==> src/hmi_regs.vh <==
// register map, field positions, reset values and timing counts of the host mode block
`ifndef HMI_REGS_VH
`define HMI_REGS_VH

// host address map (byte addresses on the host pins)
`define HMI_ADDR_W        17
`define HMI_BASE_ADDR     17'h08000
`define HMI_SPACE_BYTES   17'h00400
`define HMI_MODE_ADDR     17'h08000
`define HMI_PTR_ADDR      17'h08002
`define HMI_WIN_ADDR      17'h08004

// reset values
`define HMI_MODE_RST      8'h00
`define HMI_PTR_RST       16'h0000
`define HMI_WIN_RST       16'h0000

// low mode byte fields
`define HMI_BIT_SRST      7
`define HMI_BIT_MTEST     5
`define HMI_BIT_ECHO_BLK  4
`define HMI_BIT_PPPOE     3
`define HMI_BIT_BSWAP     2
`define HMI_BIT_STYLE     0
`define HMI_MODE_WMASK    8'hBD

// socket fifo port decode inside the internal register space
`define HMI_OFS_W         10
`define HMI_SOCK_BASE     10'h200
`define HMI_TX_FIFO_OFS   6'h2E
`define HMI_RX_FIFO_OFS   6'h30

// echo handling
`define HMI_ICMP_PROTO    8'h01
`define HMI_ECHO_MAX      16'h0077

// software reset duration
`define HMI_CLK_NS        8
`define HMI_SRST_NS       64
`define HMI_SRST_CYC      ((`HMI_SRST_NS + `HMI_CLK_NS - 1) / `HMI_CLK_NS)

`endif

==> src/hmi_lane_swap.v <==
// byte lane exchanger for a 16-bit host word
`timescale 1ns/1ps
module hmi_lane_swap (
	input  wire [15:0] data_in,   // word in register order
	input  wire        swap_in,   // high to exchange the two bytes
	output wire [15:0] data_out   // word after optional exchange
);
	// plain mux, no state: swap setting acts from the next access on
	assign data_out = swap_in ? {data_in[7:0], data_in[15:8]} : data_in;
endmodule

==> src/hmi_echo_gate.v <==
// decides whether a received echo request gets an automatic reply
`timescale 1ns/1ps
`include "hmi_regs.vh"
module hmi_echo_gate (
	input  wire        ref_clk_in,      // system clock
	input  wire        arst_n_in,       // async reset, active low
	input  wire        echo_req_in,     // one-cycle pulse per echo request
	input  wire [15:0] echo_len_in,     // request payload length in bytes
	input  wire        block_in,        // echo reply blocking setting
	input  wire [7:0]  raw_ip_in,       // per socket: opened in raw ip mode
	input  wire [63:0] proto_in,        // per socket protocol number, socket 0 low
	output reg         reply_go_out,    // pulse: send automatic reply
	output reg         reply_drop_out   // pulse: request left unanswered
);
	reg     icmp_sock;
	reg     allow;
	integer i;

	// any raw socket bound to icmp takes the request over from the hardware
	always @* begin
		icmp_sock = 1'b0;
		for (i = 0; i < 8; i = i + 1) begin
			if (raw_ip_in[i] && (proto_in[8*i +: 8] == `HMI_ICMP_PROTO))
				icmp_sock = 1'b1;
		end
		allow = !block_in && !icmp_sock && (echo_len_in <= `HMI_ECHO_MAX);
	end

	// registered decision, one cycle after the request
	always @(posedge ref_clk_in or negedge arst_n_in) begin
		if (!arst_n_in) begin
			reply_go_out   <= 1'b0;
			reply_drop_out <= 1'b0;
		end else begin
			reply_go_out   <= echo_req_in && allow;
			reply_drop_out <= echo_req_in && !allow;
		end
	end
endmodule

==> src/hmi_host_port.v <==
// host mode control and indirect register access port
`timescale 1ns/1ps
`include "hmi_regs.vh"
// Notes on behaviour
// - writing one to mode bit 7 resets the device; bit clears after reset ends.
// - without memory test, tx fifo port is write-only and rx fifo port read-only.
// - with memory test, both fifo ports accept host reads and writes.
// - echo block bit set suppresses automatic echo replies.
// - raw ip socket with protocol one also suppresses automatic echo replies.
// - automatic echo reply only for payloads of at most 119 bytes.
// - bus swap exchanges high and low bytes of every register, fifo ports too.
// - fifo swap affects only the socket fifo ports.
// - bus swap acts only on a 16-bit bus, ignored on 8-bit.
// - mode bit 0 selects direct (0) or indirect (1) addressing.
// - indirect mode decodes only mode, pointer and window; the rest via window.
// - pointer bit 0 is ignored; targets are always word aligned.
// - pointer high byte is target offset upper byte, low byte the lower.
// - window accesses hit the pointed register; high byte to upper byte.
// - pointer register at 0x08002, reset 0x0000.
// - window register at 0x08004, reset 0x0000.
// - bus width latched from strap at reset; read-only afterwards.
// - fifo swap exchanges fifo port bytes for little-endian hosts.
module hmi_host_port (
	input  wire        ref_clk_in,                  // system clock, 125 MHz
	input  wire        arst_n_in,                   // async reset, active low
	input  wire        bus16_strap_in,              // bus width strap pin
	input  wire        host_cs_n_in,                // host chip select, active low
	input  wire        host_rd_n_in,                // host read strobe, active low
	input  wire        host_wr_n_in,                // host write strobe, active low
	input  wire [16:0] host_addr_in,                // host byte address
	input  wire [15:0] host_data_in,                // host data pins, input side
	output wire [15:0] host_data_out,               // host data pins, output side
	output wire        host_data_oe_out,            // high while driving data pins
	output wire [9:0]  reg_addr_out,                // internal register offset
	output wire [15:0] reg_wdata_out,               // internal write data
	output wire [1:0]  reg_be_out,                  // byte enables, bit 1 upper byte
	output wire        reg_wr_out,                  // internal write pulse
	output wire        reg_rd_out,                  // internal read pulse
	input  wire [15:0] reg_rdata_in,                // internal read data, same cycle
	input  wire        fifo_byte_swap_in,           // fifo port swap setting
	input  wire        echo_request_in,             // echo request received pulse
	input  wire [15:0] echo_len_in,                 // echo payload length
	input  wire [7:0]  socket_raw_ip_setting_in,    // per socket raw ip mode
	input  wire [63:0] socket_protocol_number_in,   // per socket protocol number
	output wire        echo_reply_go_out,           // send automatic reply pulse
	output wire        echo_reply_drop_out,         // request not answered pulse
	output wire        soft_reset_out,              // device reset in progress
	output wire        host_access_style_out,       // 1 indirect addressing
	output wire        buffer_memory_test_out,      // memory test enabled
	output wire        pppoe_enable_out,            // pppoe operation enabled
	output wire        bus_width_select_out         // 1 for a 16-bit data bus
);
	// ************************************************************
	// constants
	// ************************************************************
	localparam K_NONE = 3'h0;
	localparam K_MODE = 3'h1;
	localparam K_PTR  = 3'h2;
	localparam K_WIN  = 3'h3;
	localparam K_EXT  = 3'h4;
	localparam [31:0] SRST_CYC  = `HMI_SRST_CYC;
	localparam [7:0]  SRST_LOAD = SRST_CYC[7:0] - 8'h01;

	// ************************************************************
	// functions
	// ************************************************************
	// host address to access kind; pointer and window only exist in indirect mode
	function [2:0] dec_kind;
		input [16:0] a;
		input        host_access_style;
		reg   [16:0] w;
		begin
			w = {a[16:1], 1'b0};
			if (w == `HMI_MODE_ADDR)
				dec_kind = K_MODE;
			else if (host_access_style && (w == `HMI_PTR_ADDR))
				dec_kind = K_PTR;
			else if (host_access_style && (w == `HMI_WIN_ADDR))
				dec_kind = K_WIN;
			else if (!host_access_style && (w >= `HMI_BASE_ADDR) && (w < `HMI_BASE_ADDR + `HMI_SPACE_BYTES))
				dec_kind = K_EXT;
			else
				dec_kind = K_NONE;
		end
	endfunction

	// target offset: host address in direct mode, pointer in indirect mode
	function [9:0] tgt_ofs;
		input [16:0] a;
		input        host_access_style;
		input [15:0] ptr;
		reg   [16:0] d;
		begin
			d = a - `HMI_BASE_ADDR;
			if (host_access_style)
				tgt_ofs = {ptr[9:1], 1'b0};
			else
				tgt_ofs = {d[9:1], 1'b0};
		end
	endfunction

	// socket fifo port hit, {tx, rx}
	function [1:0] fifo_hit;
		input [9:0] ofs;
		reg   [9:0] rel;
		begin
			rel = ofs - `HMI_SOCK_BASE;
			if (ofs >= `HMI_SOCK_BASE)
				fifo_hit = {rel[5:0] == `HMI_TX_FIFO_OFS, rel[5:0] == `HMI_RX_FIFO_OFS};
			else
				fifo_hit = 2'b00;
		end
	endfunction

	// ************************************************************
	// pin synchronisers and strobe edges
	// ************************************************************
	reg  [2:0]  pin_s1_r;
	reg  [2:0]  pin_s2_r;
	reg  [16:0] addr_s1_r;
	reg  [16:0] addr_s2_r;
	reg  [15:0] data_s1_r;
	reg  [15:0] data_s2_r;
	reg         strap_s1_r;
	reg         strap_s2_r;
	reg         rd_act_q_r;
	reg         wr_act_q_r;
	reg  [16:0] wr_addr_r;
	reg  [15:0] wr_data_r;
	wire        rd_act   = !pin_s2_r[2] && !pin_s2_r[1];
	wire        wr_act   = !pin_s2_r[2] && !pin_s2_r[0];
	wire        rd_start = rd_act && !rd_act_q_r;
	wire        wr_end   = !wr_act && wr_act_q_r;

	// every pin passes two flops; write fields follow the pins while the strobe is low and hold once it rises
	always @(posedge ref_clk_in or negedge arst_n_in) begin
		if (!arst_n_in) begin
			pin_s1_r   <= 3'h7;
			pin_s2_r   <= 3'h7;
			addr_s1_r  <= 17'h00000;
			addr_s2_r  <= 17'h00000;
			data_s1_r  <= 16'h0000;
			data_s2_r  <= 16'h0000;
			strap_s1_r <= 1'b0;
			strap_s2_r <= 1'b0;
			rd_act_q_r <= 1'b0;
			wr_act_q_r <= 1'b0;
			wr_addr_r  <= 17'h00000;
			wr_data_r  <= 16'h0000;
		end else begin
			pin_s1_r   <= {host_cs_n_in, host_rd_n_in, host_wr_n_in};
			pin_s2_r   <= pin_s1_r;
			addr_s1_r  <= host_addr_in;
			addr_s2_r  <= addr_s1_r;
			data_s1_r  <= host_data_in;
			data_s2_r  <= data_s1_r;
			strap_s1_r <= bus16_strap_in;
			strap_s2_r <= strap_s1_r;
			rd_act_q_r <= rd_act;
			wr_act_q_r <= wr_act;
			if (wr_act) begin
				wr_addr_r <= addr_s2_r;
				wr_data_r <= data_s2_r;
			end
		end
	end

	// ************************************************************
	// control state
	// ************************************************************
	reg  [7:0]  mode_low_r;
	reg  [15:0] ptr_r;
	reg  [15:0] win_r;
	reg         bus16_r;
	reg  [1:0]  strap_wait_r;
	reg         srst_busy_r;
	reg  [7:0]  srst_cnt_r;
	wire        style  = mode_low_r[`HMI_BIT_STYLE];
	wire        mtest  = mode_low_r[`HMI_BIT_MTEST];
	wire        bswap  = mode_low_r[`HMI_BIT_BSWAP] && bus16_r;

	// ************************************************************
	// write path decode
	// ************************************************************
	wire [2:0]  wkind  = dec_kind(wr_addr_r, style);
	wire [9:0]  wofs   = tgt_ofs(wr_addr_r, style, ptr_r);
	wire [1:0]  wfifo  = fifo_hit(wofs);
	wire        wtgt   = (wkind == K_WIN) || (wkind == K_EXT);
	wire        wswap  = bswap ^ (wtgt && (|wfifo) && fifo_byte_swap_in);
	wire [15:0] wraw   = bus16_r ? wr_data_r : {wr_data_r[7:0], wr_data_r[7:0]};
	wire [1:0]  wbe_h  = bus16_r ? 2'b11 : (wr_addr_r[0] ? 2'b01 : 2'b10);
	wire [1:0]  wbe    = wswap ? {wbe_h[0], wbe_h[1]} : wbe_h;
	wire [15:0] wword;
	wire        wpermit = !wfifo[0] || mtest;

	hmi_lane_swap u_wswap (
		.data_in  (wraw),
		.swap_in  (wswap),
		.data_out (wword)
	);

	// ************************************************************
	// read path decode
	// ************************************************************
	wire [2:0]  rkind   = dec_kind(addr_s2_r, style);
	wire [9:0]  rofs    = tgt_ofs(addr_s2_r, style, ptr_r);
	wire [1:0]  rfifo   = fifo_hit(rofs);
	wire        rtgt    = (rkind == K_WIN) || (rkind == K_EXT);
	wire        rpermit = !rfifo[1] || mtest;
	reg         rd_pend_r;
	reg  [2:0]  rd_kind_r;
	reg         rd_lo_r;
	reg         rd_swap_r;
	reg  [15:0] rd_word;
	wire [15:0] rd_word_sw;
	reg  [15:0] host_rdata_r;

	hmi_lane_swap u_rswap (
		.data_in  (rd_word),
		.swap_in  (rd_swap_r),
		.data_out (rd_word_sw)
	);

	// internal access outputs; write and read pulses one cycle wide, offset, data and enables held
	reg         reg_wr_r;
	reg         reg_rd_r;
	reg  [9:0]  reg_addr_r;
	reg  [15:0] reg_wdata_r;
	reg  [1:0]  reg_be_r;

	// word seen by the read path once the internal answer is back
	always @* begin
		case (rd_kind_r)
			K_MODE:  rd_word = {bus16_r, 6'h00, fifo_byte_swap_in, mode_low_r};
			K_PTR:   rd_word = ptr_r;
			K_WIN:   rd_word = reg_rd_r ? reg_rdata_in : 16'h0000;
			K_EXT:   rd_word = reg_rd_r ? reg_rdata_in : 16'h0000;
			default: rd_word = 16'h0000;
		endcase
	end

	// ************************************************************
	// register updates, software reset and host accesses
	// ************************************************************
	always @(posedge ref_clk_in or negedge arst_n_in) begin
		if (!arst_n_in) begin
			mode_low_r    <= `HMI_MODE_RST;
			ptr_r         <= `HMI_PTR_RST;
			win_r         <= `HMI_WIN_RST;
			bus16_r       <= 1'b0;
			strap_wait_r  <= 2'b00;
			srst_busy_r   <= 1'b0;
			srst_cnt_r    <= 8'h00;
			reg_wr_r      <= 1'b0;
			reg_rd_r      <= 1'b0;
			reg_addr_r    <= 10'h000;
			reg_wdata_r   <= 16'h0000;
			reg_be_r      <= 2'b00;
			rd_pend_r     <= 1'b0;
			rd_kind_r     <= K_NONE;
			rd_lo_r       <= 1'b0;
			rd_swap_r     <= 1'b0;
			host_rdata_r  <= 16'h0000;
		end else begin
			reg_wr_r  <= 1'b0;
			reg_rd_r  <= 1'b0;
			rd_pend_r <= 1'b0;
			// strap followed until the synchroniser has filled, then frozen;
			// taking it at the first edge would catch the reset value of the flops
			if (strap_wait_r != 2'b11) begin
				bus16_r      <= strap_s2_r;
				strap_wait_r <= strap_wait_r + 2'b01;
			end
			if (srst_busy_r) begin
				// writes are dropped while the device restarts
				if (srst_cnt_r == 8'h00) begin
					srst_busy_r   <= 1'b0;
					mode_low_r    <= `HMI_MODE_RST;
					ptr_r         <= `HMI_PTR_RST;
					win_r         <= `HMI_WIN_RST;
					strap_wait_r  <= 2'b00;
				end else begin
					srst_cnt_r <= srst_cnt_r - 8'h01;
				end
			end else if (wr_end) begin
				case (wkind)
					K_MODE: begin
						if (wbe[0]) begin
							mode_low_r <= wword[7:0] & `HMI_MODE_WMASK;
							if (wword[`HMI_BIT_SRST]) begin
								srst_busy_r <= 1'b1;
								srst_cnt_r  <= SRST_LOAD;
							end
						end
					end
					K_PTR: begin
						if (wbe[1])
							ptr_r[15:8] <= wword[15:8];
						if (wbe[0])
							ptr_r[7:0] <= wword[7:0];
					end
					K_WIN, K_EXT: begin
						if (wkind == K_WIN) begin
							if (wbe[1])
								win_r[15:8] <= wword[15:8];
							if (wbe[0])
								win_r[7:0] <= wword[7:0];
						end
						reg_wr_r    <= wpermit;
						reg_addr_r  <= wofs;
						reg_wdata_r <= wword;
						reg_be_r    <= wbe;
					end
					default: begin
						reg_wr_r <= 1'b0;
					end
				endcase
			end
			// read: issue internal read, answer one cycle later
			if (rd_start && !wr_end) begin
				rd_pend_r  <= 1'b1;
				rd_kind_r  <= rkind;
				rd_lo_r    <= addr_s2_r[0];
				rd_swap_r  <= bswap ^ (rtgt && (|rfifo) && fifo_byte_swap_in);
				reg_rd_r   <= rtgt && rpermit;
				reg_addr_r <= rofs;
				reg_be_r   <= 2'b11;
			end
			if (rd_pend_r) begin
				if (rd_kind_r == K_WIN)
					win_r <= rd_word;
				if (bus16_r)
					host_rdata_r <= rd_word_sw;
				else
					host_rdata_r <= {8'h00, rd_lo_r ? rd_word_sw[7:0] : rd_word_sw[15:8]};
			end
		end
	end

	// ************************************************************
	// echo reply decision
	// ************************************************************
	hmi_echo_gate u_echo (
		.ref_clk_in     (ref_clk_in),
		.arst_n_in      (arst_n_in),
		.echo_req_in    (echo_request_in),
		.echo_len_in    (echo_len_in),
		.block_in       (mode_low_r[`HMI_BIT_ECHO_BLK]),
		.raw_ip_in      (socket_raw_ip_setting_in),
		.proto_in       (socket_protocol_number_in),
		.reply_go_out   (echo_reply_go_out),
		.reply_drop_out (echo_reply_drop_out)
	);

	// ************************************************************
	// outputs
	// ************************************************************
	assign host_data_out          = host_rdata_r;
	assign host_data_oe_out       = rd_act;
	assign reg_addr_out           = reg_addr_r;
	assign reg_wdata_out          = reg_wdata_r;
	assign reg_be_out             = reg_be_r;
	assign reg_wr_out             = reg_wr_r;
	assign reg_rd_out             = reg_rd_r;
	assign soft_reset_out         = srst_busy_r;
	assign host_access_style_out  = style;
	assign buffer_memory_test_out = mtest;
	assign pppoe_enable_out       = mode_low_r[`HMI_BIT_PPPOE];
	assign bus_width_select_out   = bus16_r;
endmodule

==> config.mk <==
export PLATFORM = sky130hd
export DESIGN_NAME = hmi_host_port
export DESIGN_NICKNAME = d
export VERILOG_FILES = /design/src/hmi_lane_swap.v /design/src/hmi_echo_gate.v /design/src/hmi_host_port.v
export VERILOG_INCLUDE_DIRS = /design/src
export SDC_FILE = /design/constraint.sdc
export NUM_CORES = 1
export LEC_CHECK = 0
export ABC_AREA = 1
export BUFFER_PORTS_ARGS = -buffer_cell sky130_fd_sc_hd__buf_2
export CAP_MARGIN = 10
export CORE_MARGIN = 2
export CORE_UTILIZATION = 40
export DETAILED_ROUTE_END_ITERATION = 7
export GPL_TIMING_DRIVEN = 0
export HOLD_SLACK_MARGIN = 0.15
export PLACE_DENSITY = 0.72
export SLEW_MARGIN = 30
export SYNTH_ARGS = -nofsm -noshare
export SYNTH_HDL_FRONTEND = slang
export SYNTH_SLANG_ARGS = --single-unit
==> constraint.sdc <==
create_clock -name ref_clk_in -period 4.8 [get_ports ref_clk_in]
set_input_delay 0 -clock ref_clk_in [delete_from_list [all_inputs] [get_ports ref_clk_in]]
set_output_delay 0 -clock ref_clk_in [all_outputs]
set_load 0.005 [all_outputs]
==> impl_metrics.json <==
{
  "leakage_nw": 5.50,
  "fin_nets": 1351,
  "cp.arrival_ns": 3.32,
  "cts_buffers": 17,
  "drc_errors": 0,
  "fp.dieW_um": 148,
  "final_antenna_net_count": 0,
  "finalCritPeriodShare_pct": 61.4,
  "clk_latency_ns": 0.44,
  "synth.distinct_cells": 42,
  "crit_fanout": 10,
  "avgRoutedWirePerCell_um": 15.3,
  "rsz0062_at_grt": "false",
  "drt_first_pass_iters": 5,
  "drive_gt1_share_pct": 22.8,
  "worst_pin_slew_ns": 0.741,
  "cp.required_ns": 5.17,
  "slew-limit-headroom_pct": 50.2,
  "grt_start_max_net_pins": 90,
  "die_area_sq_um": 21900,
  "irDropWorstVdd_uv": 278,
  "grt_pass1_vias": 6798,
  "synth-simple-area-share_pct": 24.4,
  "place_area_sq_um": 9680,
  "slew_violations": 0,
  "dp_hpwl_mm": 17.0,
  "grt.total_usage_pct": 20.9,
  "worstSetupPathType": "reg2reg",
  "period_minus_slack_ns": 2.95,
  "grt_pass1_wl_mm": 35.3,
  "overflow": 0,
  "dp_cells": 1388,
  "fmax_mhz": 340,
  "dpl_worst_slack_ns": 2.48,
  "io_pins": 199,
  "die_h_um": 148,
  "antenna_found_initial": 1,
  "status": "complete, no violations",
  "cts_tree": "done",
  "final_cells": 1488,
  "cts_setup_buffers": 0,
  "avgSynthCellArea_sq_um": 9.01,
  "synth_compound_area_share_pct": 8.77,
  "yosys.area_share.xor_xnor_pct": 0.527,
  "globalplace.congestion": 0.919,
  "routed_wl_mm": 22.7,
  "ys_seq_area_share_pct": 59.1,
  "synth_fp_nets": 1069,
  "core_area_sq_um": 20300,
  "design_area_sq_um": 11000,
  "synth_top_family_by_area": "simple AND/OR/NAND/NOR gates",
  "holdCritPathClass": "in2reg",
  "synth_fa_ha_area_share_pct": 0.301,
  "cts_resized": 0,
  "ys_ff_latch": 196,
  "cap_violations": 0,
  "io_buffers": 194,
  "viasPerCell": 4.90,
  "synth.area.mux_share_pct": 2.03,
  "p_per_area_nw_per_um2": 339,
  "cts_max_level": 4,
  "cts-root-buf": "clkbuf_16",
  "cts.reportedPaths.clkPinSlew_ns": 0.07,
  "drtIter0Drc": 486,
  "start_util_pct": 40.9,
  "fin_skew_ns": 0.0107,
  "clk_path_buf_depth": 2,
  "setup-violations-final": 0,
  "worstSetupEndpointType": "flop",
  "synthToLayoutAreaGrowth_pct": 31.8,
  "setup_ws_ns": 1.85,
  "clock_sinks": 196,
  "vias": 7292,
  "yosysWarningCount": 0,
  "final_core_util_pct": 54.0,
  "finalSetupTns_ns": 0,
  "row_count": 52,
  "synth_area_sq_um": 8310,
  "synthCells": 922,
  "start_kind": "flop",
  "hold_viol_final": 0
}
-- logic make-up (layout without fill, tap and decap cells) --
logic type | Yosys count | in the layout
simple gates | 478 | 478
flops | 196 | 196
compound gates | 131 | 131
buf+inv | 94 | 389
mux | 15 | 15
xor+xnor | 5 | 5
fa+ha+maj | 2 | 2
other cells | 1 | 2
-- where the power goes --
group / switching, mW / internal (mW)
sequential: 0.0682 / 1.77
clock: 0.643 / 0.784
combinational: 0.242 / 0.204
-- worst paths after layout --
| check | endpoint | slack, ns | cells after the start | startpoint |
|---|---|---|---|---|
| setup / recovery | host_data_out[4]$_DFFE_PN0P_ | 1.85 | 8 | rd_kind_r[0]$_DFFE_PN0P_ |
| hold / removal | host_data_out[9]$_DFFE_PN0P_ | 0.19 | 5 | reg_rdata_in[1] |
| setup reg to reg | host_data_out[4]$_DFFE_PN0P_ | 1.85 | 8 | rd_kind_r[0]$_DFFE_PN0P_ |
| hold reg to reg | addr_s2_r[8]$_DFF_PN0_ | 0.34 | 0 | addr_s1_r[8]$_DFF_PN0_ |
| max in group asynchronous | ptr_r[13]$_DFFE_PN0P_ | 3.68 | 4 | arst_n_in |
| min in group asynchronous | addr_s1_r[6]$_DFF_PN0_ | 0.67 | 4 | arst_n_in |
-- layer usage --
layer  track usage (%)  vias up  part of all wire [%]  routed length, um
li1                  -     3592                     -                  -
met1              25.6     3372                    41               9250
met2              36.1      291                    49              11200
met3              4.75       37                   6.8               1550
met4              8.24        0                   3.0                682
met5                 0        -                     0                  0
-- final cells by class --
cell class              count  area (sq um)
clock buffers              21           440
fillers                  1812          9350
plain buffers              34           168
repair buffers            263          1720
well taps                 270           338
diodes                      1          2.50
clock inverters            11           148
inverters                  60           228
multi-input cells         632          3000
flip-flops and latches    196          4910
-- state kept, by name (all words and copies together), names as in the netlist, 2 cells and up --
register       flops
ptr_r             16
data_s1_r         16
reg_be_out         2
mode_low_r         6
pin_s1_r           3
srst_cnt_r         8
wr_data_r         16
data_s2_r         16
strap_wait_r       2
reg_wdata_out     16
host_data_out     16
pin_s2_r           3
rd_kind_r          3
addr_s2_r         17
addr_s1_r         17
reg_addr_out       9
wr_addr_r         17
-- timing repair --
item | CTS | global route
endpoints found under the setup margin | 0 | 0
endpoints found under the hold margin | 253 | 0
hold buffers | 67 | 0
-- worst max-delay path: stages, from the launching register on --
cell,delay (ns)
dfrtp_1,0.42
nor3_1,0.59
buf_2,0.34
a32oi_1,0.11
o211ai_1,0.19
dlygate4sd3_1,0.56
nand3_1,0.05
dlygate4sd3_1,0.56
nand2_1,0.05
-- Yosys cell counts --
master / number / area, sq um
dfrtp_1: 190 / 4750
o21a_1: 1 / 7.51
o211ai_1: 8 / 60.1
o21bai_1: 1 / 7.51
o22ai_1: 2 / 12.5
nand3_4: 1 / 17.5
buf_1: 5 / 18.8
nand2_2: 7 / 43.8
or2_2: 2 / 12.5
o41ai_1: 2 / 17.5
nor4_1: 14 / 87.6
nand2_1: 277 / 1040
nor2_2: 3 / 18.8
nor2_4: 3 / 33.8
buf_2: 5 / 25.0
o21ai_0: 57 / 285
dfstp_2: 6 / 158
o221ai_1: 2 / 17.5
xnor2_1: 1 / 8.76
buf_6: 4 / 45.0
nand4_1: 12 / 75.1
o21ai_1: 29 / 145
a21oi_1: 17 / 85.1
a32oi_1: 6 / 52.6
or3_1: 1 / 6.26
conb_1: 1 / 3.75
inv_2: 4 / 15.0
nand3b_1: 2 / 15.0
inv_1: 53 / 199
nor3_1: 9 / 45.0
xor2_1: 4 / 35.0
mux2_2: 15 / 169
nand2_4: 1 / 11.3
and2_1: 1 / 6.26
a31oi_1: 6 / 37.5
nor2_1: 87 / 327
buf_4: 1 / 7.51
ha_1: 2 / 25.0
clkinv_1: 2 / 7.51
clkbuf_1: 19 / 71.3
inv_4: 1 / 6.26
nand3_1: 58 / 290
-- metrics by stage --
step	hold slack [ns]	total power, mW
floorplan	-0.296	2.05
global placement	0.105	2.26
detailed placement	-0.111	2.28
CTS	0.170	3.75
global route	0.182	3.90
finish	0.188	3.71
-- placed cells by master, fill, tap and decap left out, types with 3 or more instances in the layout --
cell | synthesis | routed
a21oi_1 | 17 | 17
a31oi_1 | 6 | 6
a32oi_1 | 6 | 6
buf_1 | 5 | 5
buf_2 | 5 | 198
buf_6 | 4 | 4
clkbuf_1 | 19 | 23
clkbuf_16 | 0 | 17
clkinv_4 | 0 | 3
dfrtp_1 | 190 | 190
dfstp_2 | 6 | 6
dlygate4sd3_1 | 0 | 66
inv_1 | 53 | 53
inv_2 | 4 | 4
inv_6 | 0 | 3
mux2_2 | 15 | 15
nand2_1 | 277 | 277
nand2_2 | 7 | 7
nand3_1 | 58 | 58
nand4_1 | 12 | 12
nor2_1 | 87 | 87
nor2_2 | 3 | 3
nor2_4 | 3 | 3
nor3_1 | 9 | 9
nor4_1 | 14 | 14
o211ai_1 | 8 | 8
o21ai_0 | 57 | 57
o21ai_1 | 29 | 29
xor2_1 | 4 | 4
No activity file was read; power rests on OpenSTA's default activity.
